$ cat config.mk
export PLATFORM = sky130hd
export DESIGN_NAME = acl_lookup
export DESIGN_NICKNAME = d
export VERILOG_FILES = /design/src/hdl/acl_pkg.sv /design/src/hdl/acl_mix.sv /design/src/hdl/acl_prod_match.sv /design/src/hdl/acl_lookup.sv
export VERILOG_INCLUDE_DIRS = /design/src /design/src/hdl
export SDC_FILE = /design/constraint.sdc
export NUM_CORES = 2
export LEC_CHECK = 0
export ABC_AREA = 1
export BUFFER_PORTS_ARGS = -buffer_cell sky130_fd_sc_hd__buf_2
export CAP_MARGIN = 5
export CORE_MARGIN = 4
export CORE_UTILIZATION = 47
export CTS_BUF_LIST = sky130_fd_sc_hd__clkbuf_16
export DETAILED_ROUTE_END_ITERATION = 16
export GPL_ROUTABILITY_DRIVEN = 1
export PLACE_DENSITY = 0.63
export SLEW_MARGIN = 30
export SYNTH_ARGS = -nofsm -noshare
export SYNTH_HDL_FRONTEND = slang
export SYNTH_SLANG_ARGS = --single-unit
$ cat constraint.sdc
create_clock -name sys_clk_in -period 92.9 [get_ports sys_clk_in]
set_input_delay 9.29 -clock sys_clk_in [delete_from_list [all_inputs] [get_ports sys_clk_in]]
set_output_delay 9.29 -clock sys_clk_in [all_outputs]
set_load 0.01 [all_outputs]
$ cat src/hdl/acl_cfg.svh
// Offsets, field positions, reset values and limits of the criteria lookup block
`ifndef ACL_CFG_SVH
`define ACL_CFG_SVH
`define ACL_OFS_CMD 8'h00
`define ACL_OFS_ARG0 8'h04
`define ACL_OFS_ARG1 8'h08
`define ACL_OFS_ARG2 8'h0c
`define ACL_OFS_STATUS 8'h10
`define ACL_OFS_RES0 8'h14
`define ACL_OFS_RES1 8'h18
`define ACL_OFS_RES2 8'h1c
`define ACL_OFS_DATE 8'h20
`define ACL_OFS_SEQ 8'h24
`define ACL_OFS_LOADED 8'h28
`define ACL_CMD_OP_LSB 0
`define ACL_CMD_ARG_LSB 4
`define ACL_CMD_IDX_LSB 8
`define ACL_CMD_SRC_LSB 16
`define ACL_CMD_ENC_BIT 18
`define ACL_RST_STATE '0
`define ACL_NO_DATE 16'h0000
`define ACL_WILD 8'hff
`define ACL_OPEN_MAX 8'hff
`define ACL_BASE_LOADED 3'h7
`define ACL_PHYS_ID 32'h0000_0a11
`endif

$ cat src/hdl/acl_pkg.sv
// Types and shared decode functions of the criteria lookup block
package acl_pkg;
`include "acl_cfg.svh"

	typedef enum logic [1:0] {
		ACL_ST_ZERO = 2'b00,
		ACL_ST_ONE = 2'b01,
		ACL_ST_TWO = 2'b10,
		ACL_ST_THREE = 2'b11
	} acl_op_state_t;

	typedef enum logic [3:0] {
		ACL_OP_NONE = 4'h0,
		ACL_OP_BEGIN = 4'h1,
		ACL_OP_AUTH = 4'h2,
		ACL_OP_SEAL = 4'h3,
		ACL_OP_POLL = 4'h4,
		ACL_OP_DELETE = 4'h5,
		ACL_OP_LOAD = 4'h6,
		ACL_OP_PRODUCT = 4'h7
	} acl_opcode_t;

	typedef enum logic [3:0] {
		ACL_RS_OK = 4'h0,
		ACL_RS_STATE = 4'h1,
		ACL_RS_LIMIT = 4'h2,
		ACL_RS_NOMATCH = 4'h3,
		ACL_RS_ORDER = 4'h4,
		ACL_RS_SOURCE = 4'h5,
		ACL_RS_OPCODE = 4'h6
	} acl_result_t;

	typedef enum logic [3:0] {
		ACL_TB_CONFIG = 4'h0,
		ACL_TB_HEADER = 4'h1,
		ACL_TB_ASYM = 4'h2,
		ACL_TB_CARD = 4'h3,
		ACL_TB_ACCESS_KEYS = 4'h4,
		ACL_TB_PRODUCTS = 4'h5,
		ACL_TB_PRODUCT_KEYS = 4'h6,
		ACL_TB_INSTANCES = 4'h7
	} acl_table_t;

	typedef enum logic [1:0] {
		ACL_SRC_NONE = 2'b00,
		ACL_SRC_ASSET = 2'b01,
		ACL_SRC_SECURITY = 2'b10,
		ACL_SRC_OTHER = 2'b11
	} acl_source_t;

	typedef struct packed {
		logic used;
		logic [31:0] codes;
		logic [15:0] from_date;
		logic [15:0] until_date;
	} acl_card_rec_t;

	typedef struct packed {
		logic used;
		logic [31:0] sel;
		logic [7:0] oper;
		logic own;
		logic create;
		logic [15:0] from_date;
		logic [15:0] until_date;
	} acl_prod_rec_t;

	typedef struct packed {
		acl_prod_rec_t [3:0] rec;
	} acl_prod_state_t;

	typedef struct packed {
		logic pready;
		logic pslverr;
		logic [31:0] prdata;
		acl_op_state_t op_state;
		acl_result_t result;
		logic [31:0] arg0;
		logic [31:0] arg1;
		logic [31:0] arg2;
		logic [31:0] res0;
		logic [31:0] res1;
		logic [31:0] res2;
		logic [31:0] seq;
		logic [31:0] header;
		logic [31:0] cfg_key;
		logic [31:0] sess;
		logic [15:0] today;
		logic [7:0] batch_limit;
		logic [7:0] open_batches;
		logic [7:0] loaded;
		acl_card_rec_t [3:0] card;
		logic [3:0][31:0] ro_key;
		logic [3:0][31:0] rw_key;
		logic [3:0][31:0] pkey;
		logic [3:0][31:0] inst;
	} acl_top_state_t;

	// Record usable from its start date through its end date, zero meaning open
	function automatic logic acl_date_ok(input logic [15:0] from_d, input logic [15:0] until_d,
			input logic [15:0] today);
		return (from_d == `ACL_NO_DATE || today >= from_d) &&
			(until_d == `ACL_NO_DATE || today <= until_d);
	endfunction

	// Lowest numbered hit wins, so tables are searched first to last
	function automatic logic [2:0] acl_first(input logic [3:0] hits);
		logic [2:0] r;
		r = 3'b000;
		for (int i = 3; i >= 0; i--) begin
			if (hits[i]) begin
				r = {1'b1, 2'(i)};
			end
		end
		return r;
	endfunction
endpackage

$ cat src/hdl/acl_mix.sv
// Keyed word mixer used for seals, session codes and reference encryption
`timescale 1ns/1ns
module acl_mix (
	// Operands
	input wire logic [31:0] data_in,
	input wire logic [31:0] key_in,
	// Result
	output logic [31:0] mixed_out
);
	logic [31:0] r1;

	// Two rounds of add, rotate and xor
	always_comb begin
		r1 = (data_in ^ key_in) + {key_in[15:0], key_in[31:16]};
		mixed_out = {r1[24:0], r1[31:25]} ^ (r1 + 32'h9e37_79b9);
	end
endmodule

$ cat src/hdl/acl_prod_match.sv
// Accepted-products table with ordered wildcard search
`timescale 1ns/1ns
module acl_prod_match
	import acl_pkg::*;
(
	// Clock and reset
	input wire logic sys_clk_in,
	input wire logic rst_in,
	// Record write
	input wire logic wr_en_in,
	input wire logic [1:0] wr_idx_in,
	input wire acl_prod_rec_t wr_rec_in,
	// Query
	input wire logic [15:0] today_in,
	input wire logic [31:0] sel_in,
	input wire logic [7:0] oper_in,
	// Answer
	output logic hit_out,
	output logic [1:0] idx_out,
	output logic own_out,
	output logic create_out
);
	acl_prod_state_t s_q;
	acl_prod_state_t s_d;
	logic [3:0] qual;
	logic [2:0] first;

	// Record qualification: owner, revision, key, operator, dates, then type wildcards
	genvar gi;
	generate
		for (gi = 0; gi < 4; gi++) begin : g_rec
			assign qual[gi] = s_q.rec[gi].used &&
				acl_date_ok(s_q.rec[gi].from_date, s_q.rec[gi].until_date, today_in) &&
				s_q.rec[gi].sel[31:24] == sel_in[31:24] &&
				s_q.rec[gi].sel[7:0] == sel_in[7:0] &&
				s_q.rec[gi].oper == oper_in &&
				(s_q.rec[gi].sel[23:16] == `ACL_WILD ||
				(s_q.rec[gi].sel[23:16] == sel_in[23:16] &&
				(s_q.rec[gi].sel[15:8] == `ACL_WILD ||
				s_q.rec[gi].sel[15:8] == sel_in[15:8])));
		end
	endgenerate

	// First qualifying record in table order
	always_comb begin
		first = acl_first(qual);
		hit_out = first[2];
		idx_out = first[1:0];
		own_out = s_q.rec[first[1:0]].own;
		create_out = s_q.rec[first[1:0]].create;
	end

	// Table update
	always_comb begin
		s_d = s_q;
		if (wr_en_in) begin
			s_d.rec[wr_idx_in] = wr_rec_in;
		end
	end

	always_ff @(posedge sys_clk_in or posedge rst_in) begin
		if (rst_in) begin
			s_q <= `ACL_RST_STATE;
		end else begin
			s_q <= s_d;
		end
	end
endmodule

$ cat src/hdl/acl_lookup.sv
// Command gating and acceptance criteria lookup with an APB register slave
`timescale 1ns/1ns

// Overview of operation
// - Medium authentication only in operating state three
// - Secure mode adds session-unique message code
// - Sealing only in operating state two or three
// - Seal covers message, source identity, sequence number
// - Sealing also returns current batch header
// - Seal only while open batches below limit
// - Shell reference encrypted, diversified by operator identifier
// - Criteria tables need configuration, header, asymmetric keyset
// - Records usable between valid-from and valid-until dates
// - Zero dates mean valid now, never expiring
// - Medium access needs full card codes match
// - Access keysets hold separate read-only and read/write keys
// - Access keysets updated only from security management
// - Product key selected by concatenated identifiers
// - Instance identity from physical or proxy module
// - Accepted products updated only from asset management
// - Product keysets updated only from security management
// - Product search in order, first match wins
// - Subtype wildcard covers remaining subtypes of type
// - Type wildcard covers all remaining owner combinations
// - Sensitive tables need encrypted security management messages
module acl_lookup
	import acl_pkg::*;
#(
	// Physical module identity; value is arbitrary
	parameter logic [31:0] PHYS_ID = `ACL_PHYS_ID
) (
	// Clock and reset
	input wire logic sys_clk_in,
	input wire logic rst_in,
	// APB slave
	input wire logic psel_in,
	input wire logic penable_in,
	input wire logic pwrite_in,
	input wire logic [7:0] paddr_in,
	input wire logic [31:0] pwdata_in,
	output logic [31:0] prdata_out,
	output logic pready_out,
	output logic pslverr_out
);
	acl_top_state_t s_q;
	acl_top_state_t s_d;
	acl_opcode_t op;
	acl_table_t tbl;
	acl_source_t src;
	logic [1:0] idx;
	logic enc;
	logic commit;
	logic src_ok;
	logic [3:0] card_q;
	logic [2:0] card_first;
	logic [1:0] cidx;
	logic [31:0] seq_n;
	logic [31:0] auth_mac;
	logic [31:0] src_mix;
	logic [31:0] seal;
	logic [31:0] ref_enc;
	logic [31:0] hdr_n;
	logic [31:0] rd_word;
	logic [31:0] prod_sel;
	logic prod_wr;
	logic prod_hit;
	logic [1:0] prod_idx;
	logic prod_own;
	logic prod_create;
	acl_prod_rec_t prod_rec;

	// True for every offset that the slave decodes
	function automatic logic acl_mapped(input logic [7:0] a);
		case (a)
			`ACL_OFS_CMD, `ACL_OFS_ARG0, `ACL_OFS_ARG1, `ACL_OFS_ARG2,
			`ACL_OFS_STATUS, `ACL_OFS_RES0, `ACL_OFS_RES1, `ACL_OFS_RES2,
			`ACL_OFS_DATE, `ACL_OFS_SEQ, `ACL_OFS_LOADED: return 1'b1;
			default: return 1'b0;
		endcase
	endfunction

	// Security-sensitive tables: all but card codes and accepted products
	function automatic logic acl_sensitive(input acl_table_t t);
		return t != ACL_TB_CARD && t != ACL_TB_PRODUCTS;
	endfunction

	// Operating states in which a gated command may run
	function automatic logic acl_state_ok(input acl_opcode_t o, input acl_op_state_t st);
		case (o)
			ACL_OP_AUTH: return st == ACL_ST_THREE;
			ACL_OP_SEAL: return st == ACL_ST_TWO || st == ACL_ST_THREE;
			ACL_OP_PRODUCT: return st == ACL_ST_THREE;
			default: return 1'b1;
		endcase
	endfunction

	// Outputs straight from the state flops
	assign prdata_out = s_q.prdata;
	assign pready_out = s_q.pready;
	assign pslverr_out = s_q.pslverr;

	// Card codes qualification, one term per record
	genvar gi;
	generate
		for (gi = 0; gi < 4; gi++) begin : g_card
			assign card_q[gi] = s_q.card[gi].used &&
				s_q.card[gi].codes == s_q.arg0 &&
				acl_date_ok(s_q.card[gi].from_date, s_q.card[gi].until_date, s_q.today);
		end
	endgenerate

	// Card match, sequence and product query words
	always_comb begin
		card_first = acl_first(card_q);
		cidx = card_first[1:0];
		seq_n = s_q.seq + 32'h1;
		// Issuer comes from the product group when the terminal says so
		prod_sel = {(s_q.arg1[16] ? s_q.arg0[31:24] : s_q.arg1[15:8]),
			s_q.arg0[23:0]};
		// Record image written by an accepted-products load
		prod_rec.used = 1'b1;
		prod_rec.sel = s_q.arg0;
		prod_rec.oper = s_q.arg1[7:0];
		prod_rec.own = s_q.arg1[8];
		prod_rec.create = s_q.arg1[9];
		prod_rec.from_date = s_q.arg2[31:16];
		prod_rec.until_date = s_q.arg2[15:0];
	end

	// Session code over the challenge, keyed per session
	acl_mix u_auth (
		.data_in(s_q.arg1),
		.key_in(s_q.ro_key[cidx] ^ (s_q.sess + 32'h1)),
		.mixed_out(auth_mac)
	);

	// Message combined with the module's source identity
	acl_mix u_src (
		.data_in(s_q.arg0),
		.key_in(PHYS_ID),
		.mixed_out(src_mix)
	);

	// Seal over message, identity and next sequence number
	acl_mix u_seal (
		.data_in(src_mix ^ seq_n),
		.key_in(s_q.cfg_key),
		.mixed_out(seal)
	);

	// Header advances by each new seal; the same word goes back to the terminal
	assign hdr_n = s_q.header ^ seal;

	// Shell reference encrypted under the shell's operator identifier
	acl_mix u_ref (
		.data_in(s_q.arg1),
		.key_in({4{s_q.arg2[7:0]}} ^ s_q.cfg_key),
		.mixed_out(ref_enc)
	);

	// Accepted-products table and search
	acl_prod_match u_prod (
		.sys_clk_in(sys_clk_in),
		.rst_in(rst_in),
		.wr_en_in(prod_wr),
		.wr_idx_in(idx),
		.wr_rec_in(prod_rec),
		.today_in(s_q.today),
		.sel_in(prod_sel),
		.oper_in(s_q.arg1[7:0]),
		.hit_out(prod_hit),
		.idx_out(prod_idx),
		.own_out(prod_own),
		.create_out(prod_create)
	);

	// Read data multiplexer
	always_comb begin
		case (paddr_in)
			`ACL_OFS_ARG0: rd_word = s_q.arg0;
			`ACL_OFS_ARG1: rd_word = s_q.arg1;
			`ACL_OFS_ARG2: rd_word = s_q.arg2;
			`ACL_OFS_STATUS: rd_word = {16'h0000, s_q.open_batches, s_q.result, 2'b00,
				s_q.op_state};
			`ACL_OFS_RES0: rd_word = s_q.res0;
			`ACL_OFS_RES1: rd_word = s_q.res1;
			`ACL_OFS_RES2: rd_word = s_q.res2;
			`ACL_OFS_DATE: rd_word = {16'h0000, s_q.today};
			`ACL_OFS_SEQ: rd_word = s_q.seq;
			`ACL_OFS_LOADED: rd_word = {24'h000000, s_q.loaded};
			default: rd_word = 32'h0000_0000;
		endcase
	end

	// Bus handshake, register writes and command execution
	always_comb begin
		s_d = s_q;
		// Command word fields, decoded on every cycle
		op = acl_opcode_t'(pwdata_in[`ACL_CMD_OP_LSB +: 4]);
		tbl = acl_table_t'(pwdata_in[`ACL_CMD_ARG_LSB +: 4]);
		idx = pwdata_in[`ACL_CMD_IDX_LSB +: 2];
		src = acl_source_t'(pwdata_in[`ACL_CMD_SRC_LSB +: 2]);
		enc = pwdata_in[`ACL_CMD_ENC_BIT];
		// Sensitive tables only from security management, encrypted
		src_ok = acl_sensitive(tbl) ? (src == ACL_SRC_SECURITY && enc) :
			(src == ACL_SRC_ASSET);
		prod_wr = 1'b0;
		commit = psel_in && penable_in && s_q.pready && pwrite_in;
		// One wait state, answer flopped with the address of the access phase
		s_d.pready = psel_in && penable_in && !s_q.pready;
		s_d.pslverr = 1'b0;
		if (s_d.pready) begin
			s_d.pslverr = !acl_mapped(paddr_in);
			s_d.prdata = pwrite_in ? 32'h0000_0000 : rd_word;
		end
		// Writes and commands land only at the edge that completes the access
		if (commit) begin
			case (paddr_in)
				`ACL_OFS_ARG0: s_d.arg0 = pwdata_in;
				`ACL_OFS_ARG1: s_d.arg1 = pwdata_in;
				`ACL_OFS_ARG2: s_d.arg2 = pwdata_in;
				`ACL_OFS_DATE: s_d.today = pwdata_in[15:0];
				`ACL_OFS_CMD: begin
					s_d.result = ACL_RS_OK;
					case (op)
						// Move to the requested operating state
						ACL_OP_BEGIN: begin
							s_d.op_state = acl_op_state_t'(pwdata_in[`ACL_CMD_ARG_LSB +: 2]);
						end
						// Medium authentication: state, then card codes
						ACL_OP_AUTH: begin
							if (!acl_state_ok(op, s_q.op_state)) begin
								s_d.result = ACL_RS_STATE;
							end else if (!card_first[2]) begin
								s_d.result = ACL_RS_NOMATCH;
							end else begin
								s_d.res0 = s_q.ro_key[cidx];
								s_d.res1 = s_q.rw_key[cidx];
								// Secure mode adds a session code that a replay cannot reuse
								s_d.res2 = s_q.arg2[0] ? auth_mac : 32'h0000_0000;
								s_d.sess = s_q.sess + 32'h1;
							end
						end
						// Sealing: state, then open-batch limit
						ACL_OP_SEAL: begin
							if (!acl_state_ok(op, s_q.op_state)) begin
								s_d.result = ACL_RS_STATE;
							end else if (s_q.open_batches >= s_q.batch_limit) begin
								s_d.result = ACL_RS_LIMIT;
							end else begin
								// Sequence number advances only on a seal that is given
								s_d.seq = seq_n;
								s_d.res0 = seal;
								s_d.res1 = ref_enc;
								s_d.header = hdr_n;
								s_d.res2 = hdr_n;
							end
						end
						// Poll closes the current batch and opens the next
						ACL_OP_POLL: begin
							if (s_q.open_batches == `ACL_OPEN_MAX) begin
								s_d.result = ACL_RS_LIMIT;
							end else begin
								s_d.open_batches = s_q.open_batches + 8'h01;
								s_d.header = s_q.seq;
							end
						end
						// Delete retires one open batch
						ACL_OP_DELETE: begin
							if (s_q.open_batches == 8'h00) begin
								s_d.result = ACL_RS_NOMATCH;
							end else begin
								s_d.open_batches = s_q.open_batches - 8'h01;
							end
						end
						// Table load: table id, then source, then load order
						ACL_OP_LOAD: begin
							if (tbl > ACL_TB_INSTANCES) begin
								s_d.result = ACL_RS_OPCODE;
							end else if (!src_ok) begin
								s_d.result = ACL_RS_SOURCE;
							end else if (tbl >= ACL_TB_CARD &&
									s_q.loaded[2:0] != `ACL_BASE_LOADED) begin
								s_d.result = ACL_RS_ORDER;
							end else begin
								s_d.loaded[tbl[2:0]] = 1'b1;
								case (tbl)
									// Configuration carries the batch limit and the seal key
									ACL_TB_CONFIG: begin
										s_d.batch_limit = s_q.arg0[7:0];
										s_d.cfg_key = s_q.arg1;
									end
									// Card codes record with its validity window
									ACL_TB_CARD: begin
										s_d.card[idx].used = 1'b1;
										s_d.card[idx].codes = s_q.arg0;
										s_d.card[idx].from_date = s_q.arg2[31:16];
										s_d.card[idx].until_date = s_q.arg2[15:0];
									end
									// Read-only and read/write access keys side by side
									ACL_TB_ACCESS_KEYS: begin
										s_d.ro_key[idx] = s_q.arg0;
										s_d.rw_key[idx] = s_q.arg1;
									end
									ACL_TB_PRODUCTS: prod_wr = 1'b1;
									ACL_TB_PRODUCT_KEYS: s_d.pkey[idx] = s_q.arg0;
									ACL_TB_INSTANCES: s_d.inst[idx] = s_q.arg0;
									default: s_d.loaded = s_d.loaded;
								endcase
							end
						end
						// Product lookup: state, then ordered table search
						ACL_OP_PRODUCT: begin
							if (!acl_state_ok(op, s_q.op_state)) begin
								s_d.result = ACL_RS_STATE;
							end else if (!prod_hit) begin
								s_d.result = ACL_RS_NOMATCH;
							end else begin
								// Created products take the physical identity if own, else a proxy; others return zero
								s_d.res0 = s_q.pkey[prod_idx];
								s_d.res1 = !prod_create ? 32'h0000_0000 :
									(prod_own ? PHYS_ID : s_q.inst[prod_idx]);
								s_d.res2 = {28'h0000000, prod_create, prod_own, prod_idx};
							end
						end
						// Unknown opcodes are refused
						default: s_d.result = ACL_RS_OPCODE;
					endcase
				end
				// Read-only and unmapped offsets ignore writes
				default: s_d.result = s_q.result;
			endcase
		end
	end

	// State register
	always_ff @(posedge sys_clk_in or posedge rst_in) begin
		if (rst_in) begin
			s_q <= `ACL_RST_STATE;
		end else begin
			s_q <= s_d;
		end
	end
endmodule

### Yosys cells after proc, flatten, opt, wreduce, memory -nomap -nowiden

Cells that the tools add are included.

* memory bits (writable): 0
* output and inout port bits: 34
* bits in read-only memories: 0
* memories: 0
* bits in latches: 0
* register bits: 1472

* mux-type cells: 91
* bitwise logic cells: 16
* eq/ne operators: 70
* magnitude comparators: 25
* add/sub/neg operators: 12
* divide/modulo/power cells: 0
* multipliers: 0
* shift operators: 0
* reduce and logical (&&, ||, !) cells: 116

Operators with widths (count)
* bitwise mux 260 bit: 4
* demux 65 bit (select 2 bit): 4
* bitwise mux 128 bit: 4
* two-way mux 96 bit: 4
* two-way mux 32 bit: 11
* XOR 32 bit: 11
* two-way mux 160 bit: 2
* one-hot mux 32 bit (10 select lines): 1
* bitwise mux 300 bit: 1
* one-hot mux 96 bit (3 select lines): 1
* binary-select mux 32 bit (select 2 bit): 4
* logical NOT 16 bit: 16
* equality test 8 bit: 20
* binary-select mux 75 bit (select 2 bit): 1
* demux 75 bit (select 2 bit): 1
* adder 32 bit, second input constant: 4
* equality test 32 bit: 4
* >= comparator 16 bit: 8
* <= comparator 16 bit: 8
* adder 32 bit: 3
* two-way mux 75 bit: 1
* equality test 8 bit, second input constant: 9
* two-way mux 65 bit: 1
* adder 32 x 1 -> 32 bit, second input constant: 2
* 55 further kinds: 205

### Logic depth before layout (Yosys ltp)

* word-level depth: 19
* mapped depth: 48
* mapped depth without buffers: 46

### Cells and area by module

From an unflattened synthesis, not the netlist that was laid out.

* cells, all modules: 13439
* area, all modules: 95131.2 um2

Modules (own cells, without submodules)
* acl_lookup: seq. area each 29303.1 um2, cells an instance 8037, area each 61881.8 um2, times used 1
* acl_prod_match: seq. area each 7507.2 um2, cells an instance 2390, area each 17829.6 um2, times used 1
* acl_mix: seq. area each 0.0 um2, cells an instance 753, area each 3854.9 um2, times used 4

### Least setup slack after synthesis

Ideal clock, no wire load.

* path kind: in2reg
* start point: in pwdata_in[2]
* end point: reg s_q[787] (netlist bit)
* path buffers: 1
* cell stages on the path: 17
* arrival time: 11.502 ns
* path slack: 81.319 ns
* library setup time: 0.079 ns
* cells stage by stage: buf_2 inv_1 nor2_1 inv_1 nor2_1 ha_1 a21oi_1 nand2_1 a21oi_1 inv_1 a21oi_1 or2_2 nand2_1 a21oi_1 a21oi_1 o21ai_0 xor2_1

* word-level cells in the longest chain between the ends: 3
* elaborated cells on any way between the ends: 7

Ends and longest elaborated chain
* from (decl): RTL line acl_lookup.sv:40 `input wire logic [31:0] pwdata_in,`
* equality test 4 x 3 -> 1 bit: RTL line acl_lookup.sv:225 `case (op)`
* inequality test 2 bit (no source line) / nonzero test 2 bit (equally long branches)
* AND reduction 5 bit (no source line)
* to (signal assigned): RTL line acl_lookup.sv:339 `` s_q <= `ACL_RST_STATE; ``
* to (decl): RTL line acl_lookup.sv:45 `acl_top_state_t s_q;`

Several ways; a longest one is shown, not always the timed one.
A chain may end at the register's enable or synchronous reset.

### Worst setup path in the final report

* start point: in pwdata_in[1]
* end point: reg s_q[1025] (netlist bit)

* word-level cells in the longest chain between the ends: 3
* elaborated cells on any way between the ends: 12

Ends and longest elaborated chain (RTL line)
* equality test 4 x 3 -> 1 bit / equality test 4 x 2 -> 1 bit (equally long branches): acl_lookup.sv:89, acl_lookup.sv:225
* inequality test 2 x 1 -> 1 bit (no source line), or another cell as far along
* AND reduction 9 bit (no source line)

Several ways; a longest one is shown, not always the timed one.

==> impl_metrics.env <==
export IMPL_drcViolationCount=0
export IMPL_synth_xor_area_frac=0.0594
export IMPL_grt_antenna_before_repair=42
export IMPL_hold_depth=2
export IMPL_insertion_delay_ps=890
export IMPL_layout_common_cells="nand2_1, o21ai_0, dfrtp_1"
export IMPL_port_buffers=78
export IMPL_place_congestion=1.08
export IMPL_syn_mean_instance_area_um2=7.65
export IMPL_final_cell_area_um2=95500
export IMPL_rsz0062_at_grt="no"
export IMPL_ant_nets=0
export IMPL_cts_tree="built"
export IMPL_total_power_mw=1.37
export IMPL_numCtsBuffers=170
export IMPL_slew_viol_final=0
export IMPL_grt_max_degree=119
export IMPL_synthesis_nets=11900
export IMPL_final_hold_violation_count=0
export IMPL_synthArstFlopShare=1.00
export IMPL_critPathMaxFanout=69
export IMPL_fin_hold_ws_ps=448
export IMPL_p_leak_nw=45.3
export IMPL_tns_ps=0
export IMPL_grt_overflow=0
export IMPL_power_density_nw_per_um2=14.4
export IMPL_cp_arrival_ps=14700
export IMPL_num_rows=158
export IMPL_syn_to_final_growth_pct=8.81
export IMPL_setup_viol=0
export IMPL_worst_hold_path_endpoint="s_q[641]"
export IMPL_criticalPathCategory="primary input to flop"
export IMPL_r2r_cells=37
export IMPL_dp_hpwl_mm=266
export IMPL_skew_ps=75.8
export IMPL_cts_sinks=1471
export IMPL_max_freq_ghz=0.0714
export IMPL_post_route_min_period_ps=14010
export IMPL_synthCells=11500
export IMPL_pin_count=79
export IMPL_maxCapViolations=0
export IMPL_synth_compound_area_frac=0.160
export IMPL_cts_path_max_buffers=3
export IMPL_start_kind="primary input"
export IMPL_r2r_start="prod_rec[71]"
export IMPL_yosysWarnings=0
export IMPL_synth_flop_cell="dfrtp_1"
export IMPL_worst_hold_path_type="flop to flop"
export IMPL_nets=11700
export IMPL_wl_per_cell_um=26.6
export IMPL_drive_gt1_frac=0.0639
export IMPL_post_cts_buffers=0
export IMPL_reg2reg_slack_ps=82830
export IMPL_post_dp_cell_area_um2=90200
export IMPL_initial_core_util=0.473
export IMPL_track_usage=0.376
export IMPL_cp_required_ps=93600
export IMPL_cts_hold_buffers=0
export IMPL_vias_per_cell=5.96
export IMPL_die_area_um2=194000
export IMPL_status="finished, final reports clean"
export IMPL_synth_edf_count=0
export IMPL_synth_cell_area_um2=87800
export IMPL_num_vias=82900
export IMPL_endpoint_kind="flop"
export IMPL_ctsHtreeMaxLevel=4
export IMPL_synth_top_family_by_area="simple AND/OR/NAND/NOR gates"
export IMPL_synth_fa_ha_area_frac=0.0538
export IMPL_stdcell_count=13900
export IMPL_synth_simple_gate_area_frac=0.225
export IMPL_dp_cells=13600
export IMPL_synth_seq_cells=1471
export IMPL_seq_area_frac_synth=0.419
export IMPL_wl_mm=370
export IMPL_die_x_um=440
export IMPL_worstMarginPinSlew_ps=1140
export IMPL_clk_pin_slew_worst_paths_ps=60
export IMPL_final_common_cell="nand2_1"
export IMPL_post_cts_resized=0
export IMPL_finalCritPeriodShare=0.151
export IMPL_r2r_end="s_q[970]"
export IMPL_peakVddDrop_v=0.0000148
export IMPL_synth_area_mux_share=0
export IMPL_die_y_um=440
export IMPL_drt_first_pass_iters=9
export IMPL_ctsRootBufferMaster="clkbuf_16"
export IMPL_maxSlewHeadroom=0.236
export IMPL_dr_first_iter_drc_count=11500
export IMPL_core_um2=186000
export IMPL_grt_pass1_vias=76700
export IMPL_synth_cell_types=78
export IMPL_hold_path_startpoint="s_q[641]"
export IMPL_grt_pass1_wl_mm=532
critical path: stages:
cell and delay [ps]:
buf_2 110, inv_1 190, nor3_4 50, buf_4 300, inv_2 110, buf_4 630
nor2_1 80, buf_4 240, inv_1 560, nor2_1 180, o21ai_0 310, nand2_1 90
nor2_1 130, nand3_2 80, buf_4 380, inv_4 580, buf_4 720, o21ai_0 190
a21oi_1 230, a22oi_1 110
flip-flops by register name, indices dropped and copies added, names as in the netlist:
register     flops
s_q           1063
u_prod.s_q     300
prod_rec        74
prdata_out      32
pready_out       1
pslverr_out      1
logic make-up (layout without fill, tap and decap cells):
logic type,Yosys count,after routing
compound gates,2574,2574
xor+xnor,587,587
fa+ha+maj,375,375
buf+inv,1795,1726
flops,1471,1471
other cells,0,15
simple gates,4677,4677
how the worst max path moves through the flow:
stage | startpoint | endpoint
3_3_place_gp | rst_in | s_q[256]
6_report | pwdata_in[1] | s_q[1025]
2_1_floorplan | rst_in | prdata_out[0]
5_1_grt | rst_in | s_q[255]
3_5_place_dp | rst_in | s_q[260]
4_1_cts | rst_in | s_q[835]
final cells by class:
cell class                      instances  area [µm²]
Antenna cell                           15        37.5
Clock buffer                          171        4280
Clock inverter                        127         906
Fill cell                           18000       90100
Inverter                             1174        4420
Multi-Input combinational cell       8213       44200
Sequential cell                      1471       36800
Tap cell                             2480        3100
Timing Repair Buffer                  254        1780
synthesized netlist by cell type, types with 70 or more instances:
| master | count | area share |
|---|---|---|
| nand2_1 | 3006 | 0.13 |
| o21ai_0 | 1699 | 0.097 |
| dfrtp_1 | 1471 | 0.42 |
| inv_1 | 1133 | 0.048 |
| nor2_1 | 551 | 0.024 |
| nand3_1 | 539 | 0.031 |
| clkbuf_1 | 452 | 0.019 |
| xor2_1 | 410 | 0.041 |
| a21oi_1 | 408 | 0.023 |
| ha_1 | 371 | 0.053 |
| xnor2_1 | 167 | 0.017 |
| nand4_1 | 164 | 0.012 |
| nor3_1 | 112 | 0.0064 |
| nor4_1 | 101 | 0.0072 |
| o22ai_1 | 88 | 0.0063 |
| o211ai_1 | 85 | 0.0073 |
| buf_2 | 84 | 0.0048 |
| or2_2 | 70 | 0.0050 |
through the flow:
stage	util	setup WS, ps
finish	0.514	78890
global route	0.514	78310
CTS	0.514	78670
detailed placement	0.486	77750
global placement	0.485	77850
floorplan	-	42120
routing by layer:
metal | track usage | vias up | part of all wire
met5 | 0 | - | 0.00026
met4 | 0.209 | 16 | 0.067
met3 | 0.113 | 1025 | 0.12
met2 | 0.544 | 4543 | 0.42
met1 | 0.502 | 39900 | 0.40
li1 | - | 37300 | -
where the power goes:
| part | internal [mW] | total, mW | switching, mW | leakage [nW] |
|---|---|---|---|---|
| Sequential | 0.641 | 0.642 | 0.000642 | 20.0 |
| Clock | 0.351 | 0.642 | 0.291 | 2.71 |
| Combinational | 0.0178 | 0.0872 | 0.0693 | 22.6 |
| Total | 1.01 | 1.37 | 0.360 | 45.3 |
Power figures use the tool's default switching activity.
